### config.mk
export PLATFORM = sky130hd
export DESIGN_NAME = dcs_top
export DESIGN_NICKNAME = d
export VERILOG_FILES = /design/src/core/dcs_pkg.sv /design/src/core/dcs_top.sv
export VERILOG_INCLUDE_DIRS = /design/src /design/src/core
export SDC_FILE = /design/constraint.sdc
export NUM_CORES = 1
export LEC_CHECK = 0
export ABC_AREA = 1
export BUFFER_PORTS_ARGS = -buffer_cell sky130_fd_sc_hd__buf_2
export CELL_PAD_IN_SITES_DETAIL_PLACEMENT = 0
export CELL_PAD_IN_SITES_GLOBAL_PLACEMENT = 1
export CORE_MARGIN = 1
export CORE_UTILIZATION = 39
export DETAILED_ROUTE_END_ITERATION = 10
export PLACE_DENSITY_LB_ADDON = 0.1
export REMOVE_ABC_BUFFERS = 1
export SETUP_SLACK_MARGIN = 0.4
export SLEW_MARGIN = 20
export SYNTH_ARGS = -nofsm -noshare
export SYNTH_HDL_FRONTEND = slang
export SYNTH_SLANG_ARGS = --single-unit
### constraint.sdc
create_clock -name pclk -period 1.93 [get_ports pclk]
set_clock_uncertainty 0.05 [all_clocks]
set_input_delay 0 -clock pclk [delete_from_list [all_inputs] [get_ports pclk]]
set_output_delay 0 -clock pclk [all_outputs]
set_load 0.02 [all_outputs]
### src/core/dcs_defs.svh
// Register map, field positions, control reset value and chip tables
`ifndef DCS_DEFS_SVH
`define DCS_DEFS_SVH

`define DCS_ADDR_W 12
`define DCS_CTRL_OFF 12'h000
`define DCS_STAT_OFF 12'h004
`define DCS_CTRL_RST 32'h0000_0000

`define DCS_CTRL_EN 0
`define DCS_CTRL_BAND_LO 1
`define DCS_CTRL_BAND_HI 2
`define DCS_CTRL_MUX 3
`define DCS_CTRL_RATE_LO 4
`define DCS_CTRL_RATE_HI 5

`define DCS_STAT_BUSY 0
`define DCS_STAT_PREV 1
`define DCS_STAT_SEL 2
`define DCS_STAT_BAD 3
`define DCS_STAT_REM_LO 8
`define DCS_STAT_REM_HI 15

`define DCS_BAND_779 2'h0
`define DCS_BAND_868 2'h1
`define DCS_BAND_915 2'h2
`define DCS_BAND_2450 2'h3

`define DCS_P4 4'ha
`define DCS_P16_0 16'h23d6
`define DCS_P16_1 16'h47ac
`define DCS_P32_0 32'hdea2_7065
`define DCS_P32_1 32'hef51_3832
`define DCS_P64 64'hb225_b1d0_d73d_f02a
`define DCS_P128 128'h988b_4e42_526d_c7a0_d465_d875_e7df_80ab
`define DCS_T84 {8'hfe, 8'h2f, 8'h97, 8'h46, 8'h1a, 8'hcb, 8'h73, \
    8'ha2, 8'h5d, 8'h8c, 8'h34, 8'he5, 8'hb9, 8'h68, 8'hd0, 8'h01}

`endif

### src/core/dcs_pkg.sv
// Types shared by the chip spreader
package dcs_pkg;

    typedef enum logic [7:0] {
        DCS_K1 = 8'h01,
        DCS_K4 = 8'h02,
        DCS_K16 = 8'h04,
        DCS_K32 = 8'h08,
        DCS_K64 = 8'h10,
        DCS_K128 = 8'h20,
        DCS_K84 = 8'h40,
        DCS_KBAD = 8'h80
    } dcs_kind_type;

    typedef enum logic [1:0] {
        DCS_IDLE = 2'h1,
        DCS_SEND = 2'h2
    } dcs_state_type;

endpackage : dcs_pkg

### src/core/dcs_top.sv
// Differential encoder and bit-to-chip spreader with APB control
`timescale 1ns/1ps
`include "dcs_defs.svh"

module dcs_top
    import dcs_pkg::*;
(
    // APB slave
    input wire logic pclk,
    input wire logic presetn,
    input wire logic psel,
    input wire logic penable,
    input wire logic pwrite,
    input wire logic [`DCS_ADDR_W-1:0] paddr,
    input wire logic [31:0] pwdata,
    output logic [31:0] prdata,
    output logic pready,
    output logic pslverr,
    // Code-bit stream from the coder
    input wire logic in_valid,
    input wire logic in_bit,
    input wire logic in_sop,
    input wire logic in_hdr,
    output logic in_ready,
    // Chip stream to the whitener
    output logic chip_valid,
    output logic chip,
    // Code-bits to the multiplexed spreader
    output logic mux_valid,
    output logic mux_bit
);

    function automatic dcs_kind_type kind_of(
        input logic [1:0] band,
        input logic [1:0] rate,
        input logic hdr
    );
        dcs_kind_type k;
        k = DCS_KBAD;
        if (hdr)
        begin
            unique case (band)
                `DCS_BAND_868: k = DCS_K16;
                `DCS_BAND_2450: k = DCS_K128;
                default: k = DCS_K64;
            endcase
        end
        else if (band == `DCS_BAND_868)
        begin
            if (rate == 2'h0)
                k = DCS_K4;
            else if (rate == 2'h1)
                k = DCS_K1;
        end
        else if (band == `DCS_BAND_2450)
        begin
            if (rate == 2'h0)
                k = DCS_K32;
            else if (rate == 2'h3)
                k = DCS_K84;
        end
        else
        begin
            unique case (rate)
                2'h0: k = DCS_K16;
                2'h2: k = DCS_K84;
                2'h3: k = DCS_K1;
                default: k = DCS_KBAD;
            endcase
        end
        return k;
    endfunction : kind_of

    function automatic logic [7:0] len_of(input dcs_kind_type k);
        logic [7:0] n;
        n = 8'h01;
        unique case (k)
            DCS_K4: n = 8'h04;
            DCS_K16: n = 8'h10;
            DCS_K32: n = 8'h20;
            DCS_K64: n = 8'h40;
            DCS_K128: n = 8'h80;
            DCS_K84: n = 8'h08;
            default: n = 8'h01;
        endcase
        return n;
    endfunction : len_of

    // Codeword left aligned, c0 in bit 127
    function automatic logic [127:0] pat_of(
        input dcs_kind_type k,
        input logic sel,
        input logic b,
        input logic [3:0] grp
    );
        logic [127:0] base;
        logic [127:0] mask;
        logic [127:0] t84;
        t84 = `DCS_T84;
        mask = ~({128{1'b1}} >> len_of(k));
        base = 128'h0;
        unique case (k)
            DCS_K4: base = {`DCS_P4, 124'h0};
            DCS_K16: base = sel ? {`DCS_P16_1, 112'h0}
                : {`DCS_P16_0, 112'h0};
            DCS_K32: base = sel ? {`DCS_P32_1, 96'h0}
                : {`DCS_P32_0, 96'h0};
            DCS_K64: base = {`DCS_P64, 64'h0};
            DCS_K128: base = `DCS_P128;
            DCS_K84: base = {t84[grp*8 +: 8], 120'h0};
            default: base = 128'h0;
        endcase
        if (k != DCS_K84 && b)
            base = base ^ mask;
        return base;
    endfunction : pat_of

    logic [31:0] ctrl_r;
    logic [127:0] sreg_r;
    logic [7:0] remain_r;
    logic [7:0] remain_nxt;
    logic [3:0] grp_r;
    logic [1:0] grp_cnt_r;
    logic prev_r;
    logic code_sel_r;
    logic bad_r;
    dcs_state_type state_r;

    logic en;
    logic [1:0] band;
    logic [1:0] rate;
    logic acc;
    dcs_kind_type kind_w;
    logic mux_w;
    logic diff_w;
    logic prev_eff;
    logic enc_w;
    logic sel_w;
    logic [1:0] grp_eff;
    logic [3:0] grp_w;
    logic load_w;
    logic alt_w;

    assign en = ctrl_r[`DCS_CTRL_EN];
    assign band = ctrl_r[`DCS_CTRL_BAND_HI:`DCS_CTRL_BAND_LO];
    assign rate = ctrl_r[`DCS_CTRL_RATE_HI:`DCS_CTRL_RATE_LO];
    assign acc = in_valid && in_ready;
    assign kind_w = kind_of(band, rate, in_hdr);
    assign mux_w = ctrl_r[`DCS_CTRL_MUX] && !in_hdr && band[1];
    assign diff_w = in_hdr || (!mux_w && rate == 2'h0);
    assign prev_eff = in_sop ? 1'b0 : prev_r;
    assign enc_w = diff_w ? (in_bit ^ prev_eff) : in_bit;
    assign alt_w = kind_w == DCS_K16 || kind_w == DCS_K32;
    assign sel_w = !in_hdr && !in_sop && code_sel_r;
    assign grp_eff = in_sop ? 2'h0 : grp_cnt_r;
    assign grp_w = {enc_w, grp_r[3:1]};
    assign load_w = acc && !mux_w
        && (kind_w != DCS_K84 || grp_eff == 2'h3);

    always_comb
    begin
        remain_nxt = (remain_r != 8'h00) ? remain_r - 8'h01 : 8'h00;
        if (load_w)
            remain_nxt = len_of(kind_w);
    end

    // APB register access
    always_ff @(posedge pclk or negedge presetn)
    begin
        if (!presetn)
        begin
            pready <= 1'b0;
            prdata <= 32'h0;
            pslverr <= 1'b0;
        end
        else if (psel && !penable)
        begin
            pready <= 1'b1;
            pslverr <= paddr != `DCS_CTRL_OFF && paddr != `DCS_STAT_OFF;
            if (paddr == `DCS_CTRL_OFF)
                prdata <= ctrl_r;
            else if (paddr == `DCS_STAT_OFF)
                prdata <= {16'h0, remain_r, 4'h0, bad_r, code_sel_r,
                    prev_r, remain_r != 8'h00};
            else
                prdata <= 32'h0;
        end
        else
        begin
            pready <= 1'b0;
            pslverr <= 1'b0;
        end
    end

    always_ff @(posedge pclk or negedge presetn)
    begin
        if (!presetn)
            ctrl_r <= `DCS_CTRL_RST;
        else if (psel && penable && pready && pwrite
            && paddr == `DCS_CTRL_OFF)
            ctrl_r <= {26'h0, pwdata[5:0]};
    end

    // Encoder memory, code alternation and grouping
    always_ff @(posedge pclk or negedge presetn)
    begin
        if (!presetn)
        begin
            prev_r <= 1'b0;
            code_sel_r <= 1'b0;
            grp_r <= 4'h0;
            grp_cnt_r <= 2'h0;
            bad_r <= 1'b0;
        end
        else if (acc)
        begin
            if (in_sop)
                prev_r <= 1'b0;
            if (diff_w)
                prev_r <= enc_w;
            if (in_sop)
                code_sel_r <= 1'b0;
            if (!in_hdr && !mux_w && alt_w)
                code_sel_r <= !sel_w;
            if (!mux_w && kind_w == DCS_K84)
            begin
                grp_r <= grp_w;
                grp_cnt_r <= grp_eff + 2'h1;
            end
            else if (in_sop)
                grp_cnt_r <= 2'h0;
            if (in_sop)
                bad_r <= 1'b0;
            if (!mux_w && kind_w == DCS_KBAD)
                bad_r <= 1'b1;
        end
    end

    // Codeword shifter, c0 first
    always_ff @(posedge pclk or negedge presetn)
    begin
        if (!presetn)
        begin
            sreg_r <= 128'h0;
            remain_r <= 8'h00;
            state_r <= DCS_IDLE;
            chip <= 1'b0;
            chip_valid <= 1'b0;
        end
        else
        begin
            chip_valid <= remain_r != 8'h00;
            chip <= (remain_r != 8'h00) ? sreg_r[127] : 1'b0;
            remain_r <= remain_nxt;
            state_r <= (remain_nxt != 8'h00) ? DCS_SEND : DCS_IDLE;
            if (load_w)
                sreg_r <= pat_of(kind_w, sel_w, enc_w, grp_w);
            else
                sreg_r <= {sreg_r[126:0], 1'b0};
        end
    end

    // Upstream stall while a codeword drains
    always_ff @(posedge pclk or negedge presetn)
    begin
        if (!presetn)
            in_ready <= 1'b0;
        else
            in_ready <= en && remain_nxt <= 8'h01;
    end

    // Hand-off to the multiplexed spreader
    always_ff @(posedge pclk or negedge presetn)
    begin
        if (!presetn)
        begin
            mux_valid <= 1'b0;
            mux_bit <= 1'b0;
        end
        else
        begin
            mux_valid <= acc && mux_w;
            mux_bit <= (acc && mux_w) ? in_bit : 1'b0;
        end
    end

    // Checks
    property p_diff_xor;
        @(posedge pclk) disable iff (!presetn)
        acc && diff_w && !in_sop |=> prev_r == $past(in_bit ^ prev_r);
    endproperty
    a_diff_xor: assert property (p_diff_xor)
        else $error("encoder output is not raw xor previous");

    property p_sop_clear;
        @(posedge pclk) disable iff (!presetn)
        acc && in_sop && diff_w |=> prev_r == $past(in_bit);
    endproperty
    a_sop_clear: assert property (p_sop_clear)
        else $error("encoder not cleared at packet start");

    property p_n1_pass;
        @(posedge pclk) disable iff (!presetn)
        acc && !mux_w && kind_w == DCS_K1
        |=> ##1 chip_valid && chip == $past(in_bit, 2);
    endproperty
    a_n1_pass: assert property (p_n1_pass)
        else $error("unspread chip differs from input bit");

    property p_four_first;
        @(posedge pclk) disable iff (!presetn)
        acc && !mux_w && kind_w == DCS_K4
        |=> ##1 chip == !$past(enc_w, 2) ##1 chip == $past(enc_w, 3);
    endproperty
    a_four_first: assert property (p_four_first)
        else $error("four-chip codeword wrong");

    property p_stall;
        @(posedge pclk) disable iff (!presetn)
        remain_r > 8'h02 |=> !in_ready;
    endproperty
    a_stall: assert property (p_stall)
        else $error("ready raised while codeword pending");

    property p_chip_run;
        @(posedge pclk) disable iff (!presetn)
        acc && !mux_w && kind_w == DCS_K64 |=> ##1 chip_valid [*8];
    endproperty
    a_chip_run: assert property (p_chip_run)
        else $error("chip stream broke inside a codeword");

    property p_hdr_code0;
        @(posedge pclk) disable iff (!presetn)
        acc && in_sop |=> !code_sel_r;
    endproperty
    a_hdr_code0: assert property (p_hdr_code0)
        else $error("code select not zero at packet start");

    property p_alt;
        @(posedge pclk) disable iff (!presetn)
        acc && !in_hdr && !mux_w && alt_w
        |=> code_sel_r != $past(sel_w);
    endproperty
    a_alt: assert property (p_alt)
        else $error("payload code did not alternate");

    property p_mux;
        @(posedge pclk) disable iff (!presetn)
        acc && mux_w |=> mux_valid && mux_bit == $past(in_bit)
            && !(load_w);
    endproperty
    a_mux: assert property (p_mux)
        else $error("multiplexed hand-off missing");

    c_hdr: cover property (@(posedge pclk) acc && in_sop && in_hdr);
    c_group: cover property (@(posedge pclk) load_w && kind_w == DCS_K84);
    c_mux: cover property (@(posedge pclk) mux_valid);
    c_alt: cover property (@(posedge pclk) load_w && sel_w);

endmodule : dcs_top

==> results of run 1 <==
## placed cells by master, fill, tap and decap left out, types with 4 or more instances in the layout
cell	n
conb_1	18
nand2_1	297
buf_16	6
nand3_1	22
o21ai_1	4
nor2_2	5
inv_1	44
nand2_2	57
nand3_4	9
nor3_1	6
nand2_4	16
nand3_2	16
clkbuf_16	22
nand2_8	7
xnor2_1	4
dlygate4sd3_1	14
nand4_1	7
buf_6	31
buf_8	6
buf_12	7
ha_4	4
o31ai_1	10
inv_6	6
o21ai_2	5
a21oi_1	8
nor2_4	14
inv_4	7
buf_2	46
nor2_1	52
buf_4	79
dfrtp_1	169
inv_2	13
## cells by family after synthesis
kind of cell,Yosys count,synth area share
AO/OA/AOI/OAI,47,0.0411
XOR/XNOR,9,0.0106
adder cells (fa/ha/maj),8,0.0135
buffers and inverters,112,0.0724
flip-flops,171,0.576
multiplexers,3,0.00454
other,1,0.000504
AND/OR/NAND/NOR,510,0.282
## layer usage
layer | vias up | wire [um] | share of wire
li1 | 3031 | - | -
met1 | 3019 | 8910 | 0.47
met2 | 87 | 9410 | 0.49
met3 | 14 | 562 | 0.029
met4 | 0 | 189 | 0.0099
met5 | - | 0 | 0
## final cells by class
type                    instances  area [um^2]  share of cell area
flip-flops and latches        171         4280               0.399
clock buffers                  19          453              0.0422
clock inverters                12          104             0.00967
multi-input cells             598         3460               0.323
inverters                      67          295              0.0275
repair buffers                195         1850               0.172
well taps                     234          293              0.0273
## worst max-delay path by stage
stage,slack (ps),end,cells after the start,from
3_5_place_dp,-340,sreg_r[117],15,ctrl_r[4]
4_1_cts,-220,sreg_r[26],15,ctrl_r[4]
3_3_place_gp,-230,sreg_r[108],13,ctrl_r[4]
5_1_grt,-360,sreg_r[32],14,ctrl_r[4]
6_report,-270,sreg_r[49],15,ctrl_r[4]
2_1_floorplan,-1060,sreg_r[10],12,ctrl_r[4]
## critical path: stages, from the launching register on
cell	delay (ps)
dfrtp_2	460
inv_4	100
ha_4	150
inv_4	40
nor2_4	100
nand2_1	80
nand3_2	100
nor2_4	60
buf_6	120
nand2_8	80
nand2_8	60
buf_12	150
nor2_4	220
nand2_8	120
clkbuf_16	180
nand2_1	60
## power groups by stage
stage / Clock, mW / Combinational, mW / Sequential [mW]
after floorplan: 0 / 0.143 / 3.68
after global placement: 0 / 0.365 / 3.67
after detailed placement: 0 / 0.368 / 3.67
after CTS: 3.36 / 0.468 / 3.60
after global routing: 3.48 / 0.547 / 3.60
final: 3.26 / 0.497 / 3.60
## sequential cells by signal (all words and copies together), names as in the netlist
| register | flops |
|---|---|
| in_ready | 1 |
| prev_r | 1 |
| pslverr | 1 |
| chip | 1 |
| sreg_r | 128 |
| code_sel_r | 1 |
| mux_valid | 1 |
| grp_cnt_r | 2 |
| ctrl_r | 6 |
| bad_r | 1 |
| prdata | 14 |
| pready | 1 |
| grp_r | 3 |
| remain_r | 8 |
| chip_valid | 1 |
| mux_bit | 1 |
## timing repair
action	4_1_cts	5_1_grt
resized for setup	167	103
cloned	8	6
pin swaps	43	44
hold endpoints to repair	189	0
hold buffers	15	0
setup endpoints to repair	146	147
buffers inserted	22	8
==> summary.md, run 1 <==
| Metric | Value |
|---|---|
| Status | complete, but fails checks |
| Failing checks | setup timing |
| Inserted Diodes | 0 |
| CP max FO | 7 |
| CORE AREA | around 0.019 mm^2 |
| Initial antenna violation count | 0 |
| Routability cong. | 0.891 |
| Cells after Synth | 861 |
| Grt total ovfl | 0 |
| Setup CP Type | register to register |
| Internal | around 5.5 mW |
| Post-synth top flop | dfrtp_1 |
| Final setup viols | 139 |
| M2 GR Usage | 0.336 |
| Total Die Area | between 0.015 and 0.02 mm^2 |
| Initial Utilization | 0.397 |
| Chip Width | 140 um |
| RSZ-0062 raised after global routing | true |
| Leak | ~6 nW |
| WL per Instance | 14.7 um |
| Global route hottest layer | met2 |
| Clock sinks | 171 |
| Met3 usage | 0.0410 |
| Setup TNS | -27850 ps |
| Post-route DRC | 0 |
| Pin count of the biggest net entering global routing | 64 |
| Combinational Power Share | 0.067 |
| Dpl cells | around 1200 |
| Synth area leader | dfrtp_1 |
| Yosys reg bits | about 170 |
| Post-Layout Inst Area | about 0.011 mm^2 |
| YS warnings | 0 |
| Fin Hold WS | approximately 23 ps |
| Most frequent cell after synthesis | nand2_1 |
| Worst setup EP type | register |
| Die Height | around 140 um |
| Clock Latency Late Sink | 430 ps |
| Async SR Flop Fraction | 1.00 |
| Number of synthesized flops with an enable pin | 0 |
| Filler Cells Inserted | around 1700 |
| Top cells by area, synth | dfrtp_1, nand2_1, nor2_1, inv_1, nand3_1 |
| Root buf cell | clkbuf_16 |
| TritonRoute pass-1 iters | 4 |
| Htree depth | 4 |
| CTS tree | done |
| Synthesized area per cell | 8.63 um^2 |
| Crit path time final | 2200 ps |
| Switching share of power | 0.250 |
| Hold_sp | in_sop |
| Post-DRT Antenna Nets | 0 |
| WP data required | 2250 ps |
| Post-route insts no fill | ~1300 |
| Worst Hold End | bad_r |
| Vias in the first global route | roughly 6300 |
| Total power | approximately 7.4 mW |
| Clock power frac | 0.443 |
| First-pass GRT wire length | approximately 31000 um |
| Placed inst area | roughly 0.0085 mm^2 |
| Detailed-route vias per instance | approximately 4.7 |
| Max-cap violations | 0 |
| Synth top area share | 0.576 |
| Net switching power | around 1.8 mW |
| Fin. Hold Viols | 0 |
| Met1 global-route usage | 0.269 |
| # rows | 50 |
| Via count | approximately 6200 |
| R2R Path End | sreg_r[49] |
| GRT Util Overall | 0.203 |
| Post-synth top cells | nand2_1, dfrtp_1, nor2_1, inv_1, nand3_1 |
| Post-synthesis sequential area ratio | 0.576 |
| Worst-Margin Slew | 695 ps |
| Critical path startpoint category | register |
| Hold WC Path Type | input port to register |
| Max Root-Sink Buffers | 2 |
| Final Max Tran Viols | 0 |
| Reg2Reg Depth | 15 |
| Fmax achieved | 454 MHz |
| Layout Nets | ~1100 |
| P&R area growth vs syn | 44.4% |
| CTS Buf Count | 17 |
| Layout cells sized above 1 | 0.363 |
| Port Buffers | 47 |
| CP Data Arrival Time | 2520 ps |
| I/O Pins | slightly above 90 |
| Initial DRC Count | between 300 and 400 |
| Final worst slack | -272 ps |
| Pre-CTS setup slack | -338 ps |
| Netlist Area Pre-Place | 0.00743 mm^2 |
| Seq pwr share | 0.489 |
| Max transition margin | 0.536 |
| HPWL Detailed | between 10000 and 15000 um |
| WHS Path Cells | 5 |
| Worst ir drop on vdd | 0.000599 V |
| R2r startpoint | ctrl_r[4] |
| Clock Pin Slew Worst Setup and Hold Paths | 70 ps |
| Reg2Reg Setup Slack | -270 ps |
| Final worst path period share | 1.14 |
| Drt total wl | around 19000 um |
| Post-layout util | 0.574 |
| P per Cell Area | ~690 mW/mm^2 |
| Yosys cell types | 36 |
(Power assumes the default switching activity.)
==> run 2: changes to the inputs <==
--- a/config.mk
+++ b/config.mk
@@ -10,7 +10,6 @@
 export BUFFER_PORTS_ARGS = -buffer_cell sky130_fd_sc_hd__buf_2
 export CELL_PAD_IN_SITES_DETAIL_PLACEMENT = 0
 export CELL_PAD_IN_SITES_GLOBAL_PLACEMENT = 1
-export CORE_MARGIN = 1
 export CORE_UTILIZATION = 39
 export DETAILED_ROUTE_END_ITERATION = 10
 export PLACE_DENSITY_LB_ADDON = 0.1
==> constraint.sdc (replaced) <==
create_clock -name pclk -period 1.93 [get_ports pclk]
set_clock_uncertainty 0.05 [all_clocks]
set_input_delay 0.386 -clock pclk [delete_from_list [all_inputs] [get_ports pclk]]
set_output_delay 0.386 -clock pclk [all_outputs]
set_load 0.02 [all_outputs]
==> summary.md, run 2 (synthesis gave the netlist of run 1 again) <==
| Metric | Value |
|---|---|
| Final worst slack | -274 ps (-1.23 ps) |
| CP Data Arrival Time | 2450 ps (-70 ps) |
| Drt total wl | 18400 um (-3.3%) |
| Total Die Area | 0.0196 mm^2 (unchanged) |
| GRT Util Overall | 0.189 (-0.0141) |
| Grt total ovfl | 0 (unchanged) |
| WL per Instance | 14.4 um (-2.2%) |
| P per Cell Area | 725 mW/mm^2 (+5.7%) |
| Final Max Tran Viols | 0 (unchanged) |
| Clock sinks | 171 (unchanged) |
| Fmax achieved | 454 MHz (about the same) |
| Crit path time final | 2200 ps (+1.23 ps) |
| HPWL Detailed | 11600 um (-0.48%) |
| Routability cong. | 0.908 (+1.9%) |
| TritonRoute pass-1 iters | 5 (+1) |
| Max-cap violations | 0 (unchanged) |
| Via count | 6032 (-1.9%) |
| Htree depth | 4 (unchanged) |
| Most frequent cells in the layout | nand2_1, dfrtp_1, buf_4 |
| Inserted Diodes | 0 (unchanged) |
| Post-layout util | 0.548 (-0.0256) |
| CTS tree | done |
| P&R area growth vs syn | 38.0% |
| Fin. Hold Viols | 0 (unchanged) |
| Top reg by flops | sreg_r |
| CORE AREA | 0.0187 mm^2 (unchanged) |
| Failing checks | setup timing |
| # rows | 50 (unchanged) |
| Initial antenna violation count | 0 (unchanged) |
| Post-route DRC | 0 (unchanged) |
| I/O Pins | 92 (unchanged) |
| RSZ-0062 raised after global routing | true |
| Clock Latency Late Sink | 430 ps (about the same) |
| Post-DRT Antenna Nets | 0 (unchanged) |
| Initial Utilization | 0.397 (unchanged) |
| Layout Nets | 1096 (-1.4%) |
| Final worst path period share | 1.14 (about the same) |
| WP data required | 2180 ps (-70 ps) |
| Pin count of the biggest net entering global routing | 49 (-23%) |
| Status | complete, but fails checks |
| CP max FO | 6 (-1) |
| Die Height | 140 um (unchanged) |
| Clock Pin Slew Worst Setup and Hold Paths | 70 ps (about the same) |
| Total power | 7.44 mW (+1.0%) |
| Worst setup EP type | register |
| Port Buffers | 47 (unchanged) |
| Most common cell after layout, fill and taps aside | nand2_1 |
| Vias in the first global route | 5941 (-5.7%) |
| Worst ir drop on vdd | 0.000608 V (+1.4%) |
| Max Root-Sink Buffers | 2 (unchanged) |
| Layout cells sized above 1 | 0.345 (-0.0180) |
| Setup CP Type | register to register |
| Leak | 5.80 nW (-2.8%) |
| Critical path startpoint category | register |
| Final setup viols | 140 (+0.72%) |
| Largest regs | sreg_r x128, prdata x14, remain_r x8 |
| Chip Width | 140 um (unchanged) |
| First-pass GRT wire length | 29300 um (-5.7%) |
| Initial DRC Count | 299 (-13%) |
| Root buf cell | clkbuf_16 |
| Detailed-route vias per instance | 4.71 (-0.86%) |
| CTS Buf Count | 17 (unchanged) |
| Hold WC Path Type | input port to register |
| Max FFs per register | 128 (unchanged) |
run 2: per-layer routing:
metal / global-route usage / wire (um) / vias up
met5: 0 / 0 / -
met1: 0.266 / 9110 / 2933
met3: 0.0352 / 496 / 20
met2: 0.292 / 8590 / 84
li1: - / - / 2995
met4: 0.0630 / 246 / 0
run 2: critical path, stage by stage, from the launching register on:
cell	delay, ps
dfrtp_1	400
inv_2	100
ha_4	180
inv_4	70
nor2_4	40
nand2_2	70
nand3_2	90
nor2_4	250
nand3_4	150
nand2_8	140
nor2_4	70
buf_6	130
a31oi_4	220
nand2_1	80
run 2: final timing paths:
kind,startpoint,endpoint,slack [ps],cells after the start
worst max-delay path,ctrl_r[5],sreg_r[86],-270,13
worst min-delay path,pwdata[0],ctrl_r[0],150,2
worst max register to register,ctrl_r[5],sreg_r[86],-270,13
worst min register to register,sreg_r[0],sreg_r[1],390,2
max in group asynchronous,presetn,sreg_r[119],880,3
min in group asynchronous,presetn,prdata[10],360,2
run 2: area by class of cell:
cell class,instances,area (um^2)
fillers,1688,8450
flip-flops and latches,171,4280
multi-input cells,595,3240
repair buffers,183,1580
clock buffers,18,429
well taps,234,293
inverters,67,272
clock inverters,14,158
run 2: report_power, final:
group,switching (mW),internal (mW),total [mW]
Clock,1.56,1.83,3.39
Sequential,0.00589,3.59,3.60
Combinational,0.287,0.155,0.442
Total,1.85,5.58,7.44
run 2: through the flow:
stage | TNS [ps] | cell area, um^2 | setup WS [ps] | hold WS [ps] | cells
final | -27240 | 10300 | -274 | 147 | 1282
after detailed placement | -36370 | 8610 | -347 | 256 | 1216
after floorplan | -111090 | 7210 | -1060 | 40.4 | 833
after global placement | -26720 | 8610 | -254 | 255 | 1216
after CTS | -17940 | 9610 | -187 | 129 | 1263
after global routing | -40920 | 10300 | -391 | 129 | 1282
run 2: what timing repair did:
item                                   in CTS  in global routing
resized for setup                          72                116
cloned                                      2                  8
hold buffers                                1                  0
buffers inserted                           12                 11
setup endpoints to repair                 146                150
endpoints found under the hold margin      31                  0
pin swaps                                  15                 26
==> run 3: changes to the inputs <==
--- a/config.mk
+++ b/config.mk
@@ -15,7 +15,8 @@
 export PLACE_DENSITY_LB_ADDON = 0.1
 export REMOVE_ABC_BUFFERS = 1
 export SETUP_SLACK_MARGIN = 0.4
-export SLEW_MARGIN = 20
+export SLEW_MARGIN = 25
 export SYNTH_ARGS = -nofsm -noshare
 export SYNTH_HDL_FRONTEND = slang
 export SYNTH_SLANG_ARGS = --single-unit
+export TNS_END_PERCENT = 20
==> summary.md, run 3 (synthesis gave the netlist of run 1 again) <==
| Metric | Value |
|---|---|
| Status | complete, but fails checks |
| Failing checks | setup timing |
| Setup CP Type | register to register |
| Clock Latency Late Sink | 430 ps (about the same) |
| Fin. Hold Viols | 0 (unchanged) |
| Max FFs per register | 128 (unchanged) |
| Detailed-route vias per instance | 4.76 (+1.2%) |
| Most common cell after layout, fill and taps aside | nand2_1 |
| Worst setup EP type | register |
| Htree depth | 4 (unchanged) |
| Post-Layout Inst Area | 0.0103 mm^2 (+0.39%) |
| Inserted Diodes | 0 (unchanged) |
| Vias in the first global route | 5931 (-0.17%) |
| CORE AREA | 0.0187 mm^2 (unchanged) |
| Final setup viols | 138 (-1.4%) |
| Register area | 0.00428 mm^2 (unchanged) |
| Critical path startpoint category | register |
| Final Max Tran Viols | 0 (unchanged) |
| Total Die Area | 0.0196 mm^2 (unchanged) |
| Layout cells sized above 1 | 0.334 (-0.0118) |
| Max-cap violations | 0 (unchanged) |
| Largest regs | sreg_r x128, prdata x14, remain_r x8 |
| P per Cell Area | 723 mW/mm^2 (-0.30%) |
| Initial antenna violation count | 0 (unchanged) |
| Crit path time final | 2210 ps (+6.48 ps) |
| First-pass GRT wire length | 29200 um (-0.33%) |
| Fmax achieved | 452 MHz (-0.29%) |
| Top reg by flops | sreg_r |
| Clock sinks | 171 (unchanged) |
| Placed inst area | 0.00861 mm^2 (unchanged) |
| CP max FO | 6 (unchanged) |
| Root buf cell | clkbuf_16 |
| Total power | 7.44 mW (about the same) |
| RSZ-0062 raised after global routing | true |
| Routability cong. | 0.908 (unchanged) |
| Leak | 5.84 nW (+0.56%) |
| Port Buffers | 47 (unchanged) |
| GRT Util Overall | 0.188 (-0.000450) |
| Post-route DRC | 0 (unchanged) |
| Hold WC Path Type | input port to register |
| HPWL Detailed | 11600 um (unchanged) |
| Fin Hold WS | 148 ps (+1.18 ps) |
| Drt total wl | 18800 um (+1.7%) |
| Most frequent cells in the layout | nand2_1, dfrtp_1, buf_4 |
| Die Height | 140 um (unchanged) |
| CTS tree | done |
| CTS Buf Count | 17 (unchanged) |
| WP data required | 2180 ps (about the same) |
| Initial DRC Count | 374 (+25%) |
| Chip Width | 140 um (unchanged) |
| Final worst slack | -280 ps (-6.48 ps) |
| Max Root-Sink Buffers | 2 (unchanged) |
| P&R area growth vs syn | 38.5% |
| I/O Pins | 92 (unchanged) |
| Filler Cells Inserted | 1663 (-1.5%) |
| Layout Nets | 1094 (-0.18%) |
| TritonRoute pass-1 iters | 5 (unchanged) |
| Pin count of the biggest net entering global routing | 49 (unchanged) |
| Post-DRT Antenna Nets | 0 (unchanged) |
| WL per Instance | 14.7 um (+1.9%) |
| Via count | 6093 (+1.0%) |
| # rows | 50 (unchanged) |
| CP Data Arrival Time | 2460 ps (about the same) |
| Worst ir drop on vdd | 0.000608 V (about the same) |
| Multi-input logic area | 0.00323 mm^2 (-0.35%) |
| Initial Utilization | 0.397 (unchanged) |
| Final worst path period share | 1.15 (+0.00336) |
| Grt total ovfl | 0 (unchanged) |
| Clock Pin Slew Worst Setup and Hold Paths | 70 ps (about the same) |
==> run 3: per-stage QoR <==
| stage | std cells | TNS (ps) | setup WS [ps] | util |
|---|---|---|---|---|
| after floorplan | 833 | -111090 | -1060 | - |
| after global placement | 1216 | -26720 | -254 | 0.460 |
| final | 1280 | -28520 | -280 | 0.550 |
| after detailed placement | 1216 | -36370 | -347 | 0.460 |
| after global routing | 1280 | -41570 | -358 | 0.550 |
| after CTS | 1263 | -17960 | -182 | 0.512 |
==> run 3: where the power goes <==
part / switching [mW] / internal, mW
registers: 0.00568 / 3.59
logic: 0.292 / 0.154
clock network: 1.56 / 1.83
total: 1.86 / 5.58
==> run 3: area by class of cell <==
type                    count  area share
clock inverters            14      0.0153
multi-input cells         596       0.314
well taps                 234      0.0284
inverters                  67      0.0288
clock buffers              18      0.0417
flip-flops and latches    171       0.416
repair buffers            180       0.156
==> run 3: path summary, 6_finish.rpt <==
kind	start	end	slack, ps	depth (start not counted)
setup reg to reg	ctrl_r[5]	sreg_r[71]	-280	13
hold / removal	pwdata[3]	ctrl_r[3]	150	2
min in group asynchronous	presetn	prdata[10]	360	2
max in group asynchronous	presetn	ctrl_r[4]	890	3
hold reg to reg	sreg_r[0]	sreg_r[1]	390	2
setup / recovery	ctrl_r[5]	sreg_r[71]	-280	13
==> run 3: repair_timing <==
action                                  in CTS  in global routing
pin swaps                                   14                 24
endpoints found under the hold margin       31                  0
hold buffers                                 1                  0
endpoints found under the setup margin     146                151
gates cloned                                 2                 11
resized for setup                           59                122
setup buffers                               12                  6
==> run 3: routing by layer <==
layer	share of wire	vias up	wire length [um]	GRT usage
met4	0.016	0	298	0.0630
met1	0.49	2964	9170	0.265
li1	-	3002	-	-
met5	0	-	0	0
met3	0.026	29	482	0.0352
met2	0.47	98	8810	0.291
==> run 3: worst max-delay path, stage by stage (launching register included) <==
cell and delay [ps]:
dfrtp_1 400, inv_2 100, ha_4 180, inv_4 70, nor2_4 40, nand2_2 90, nand3_4 100, nor2_4 220
nand3_4 150, nand2_8 150, nor2_4 60, buf_6 130, a31oi_4 230, nand2_1 90
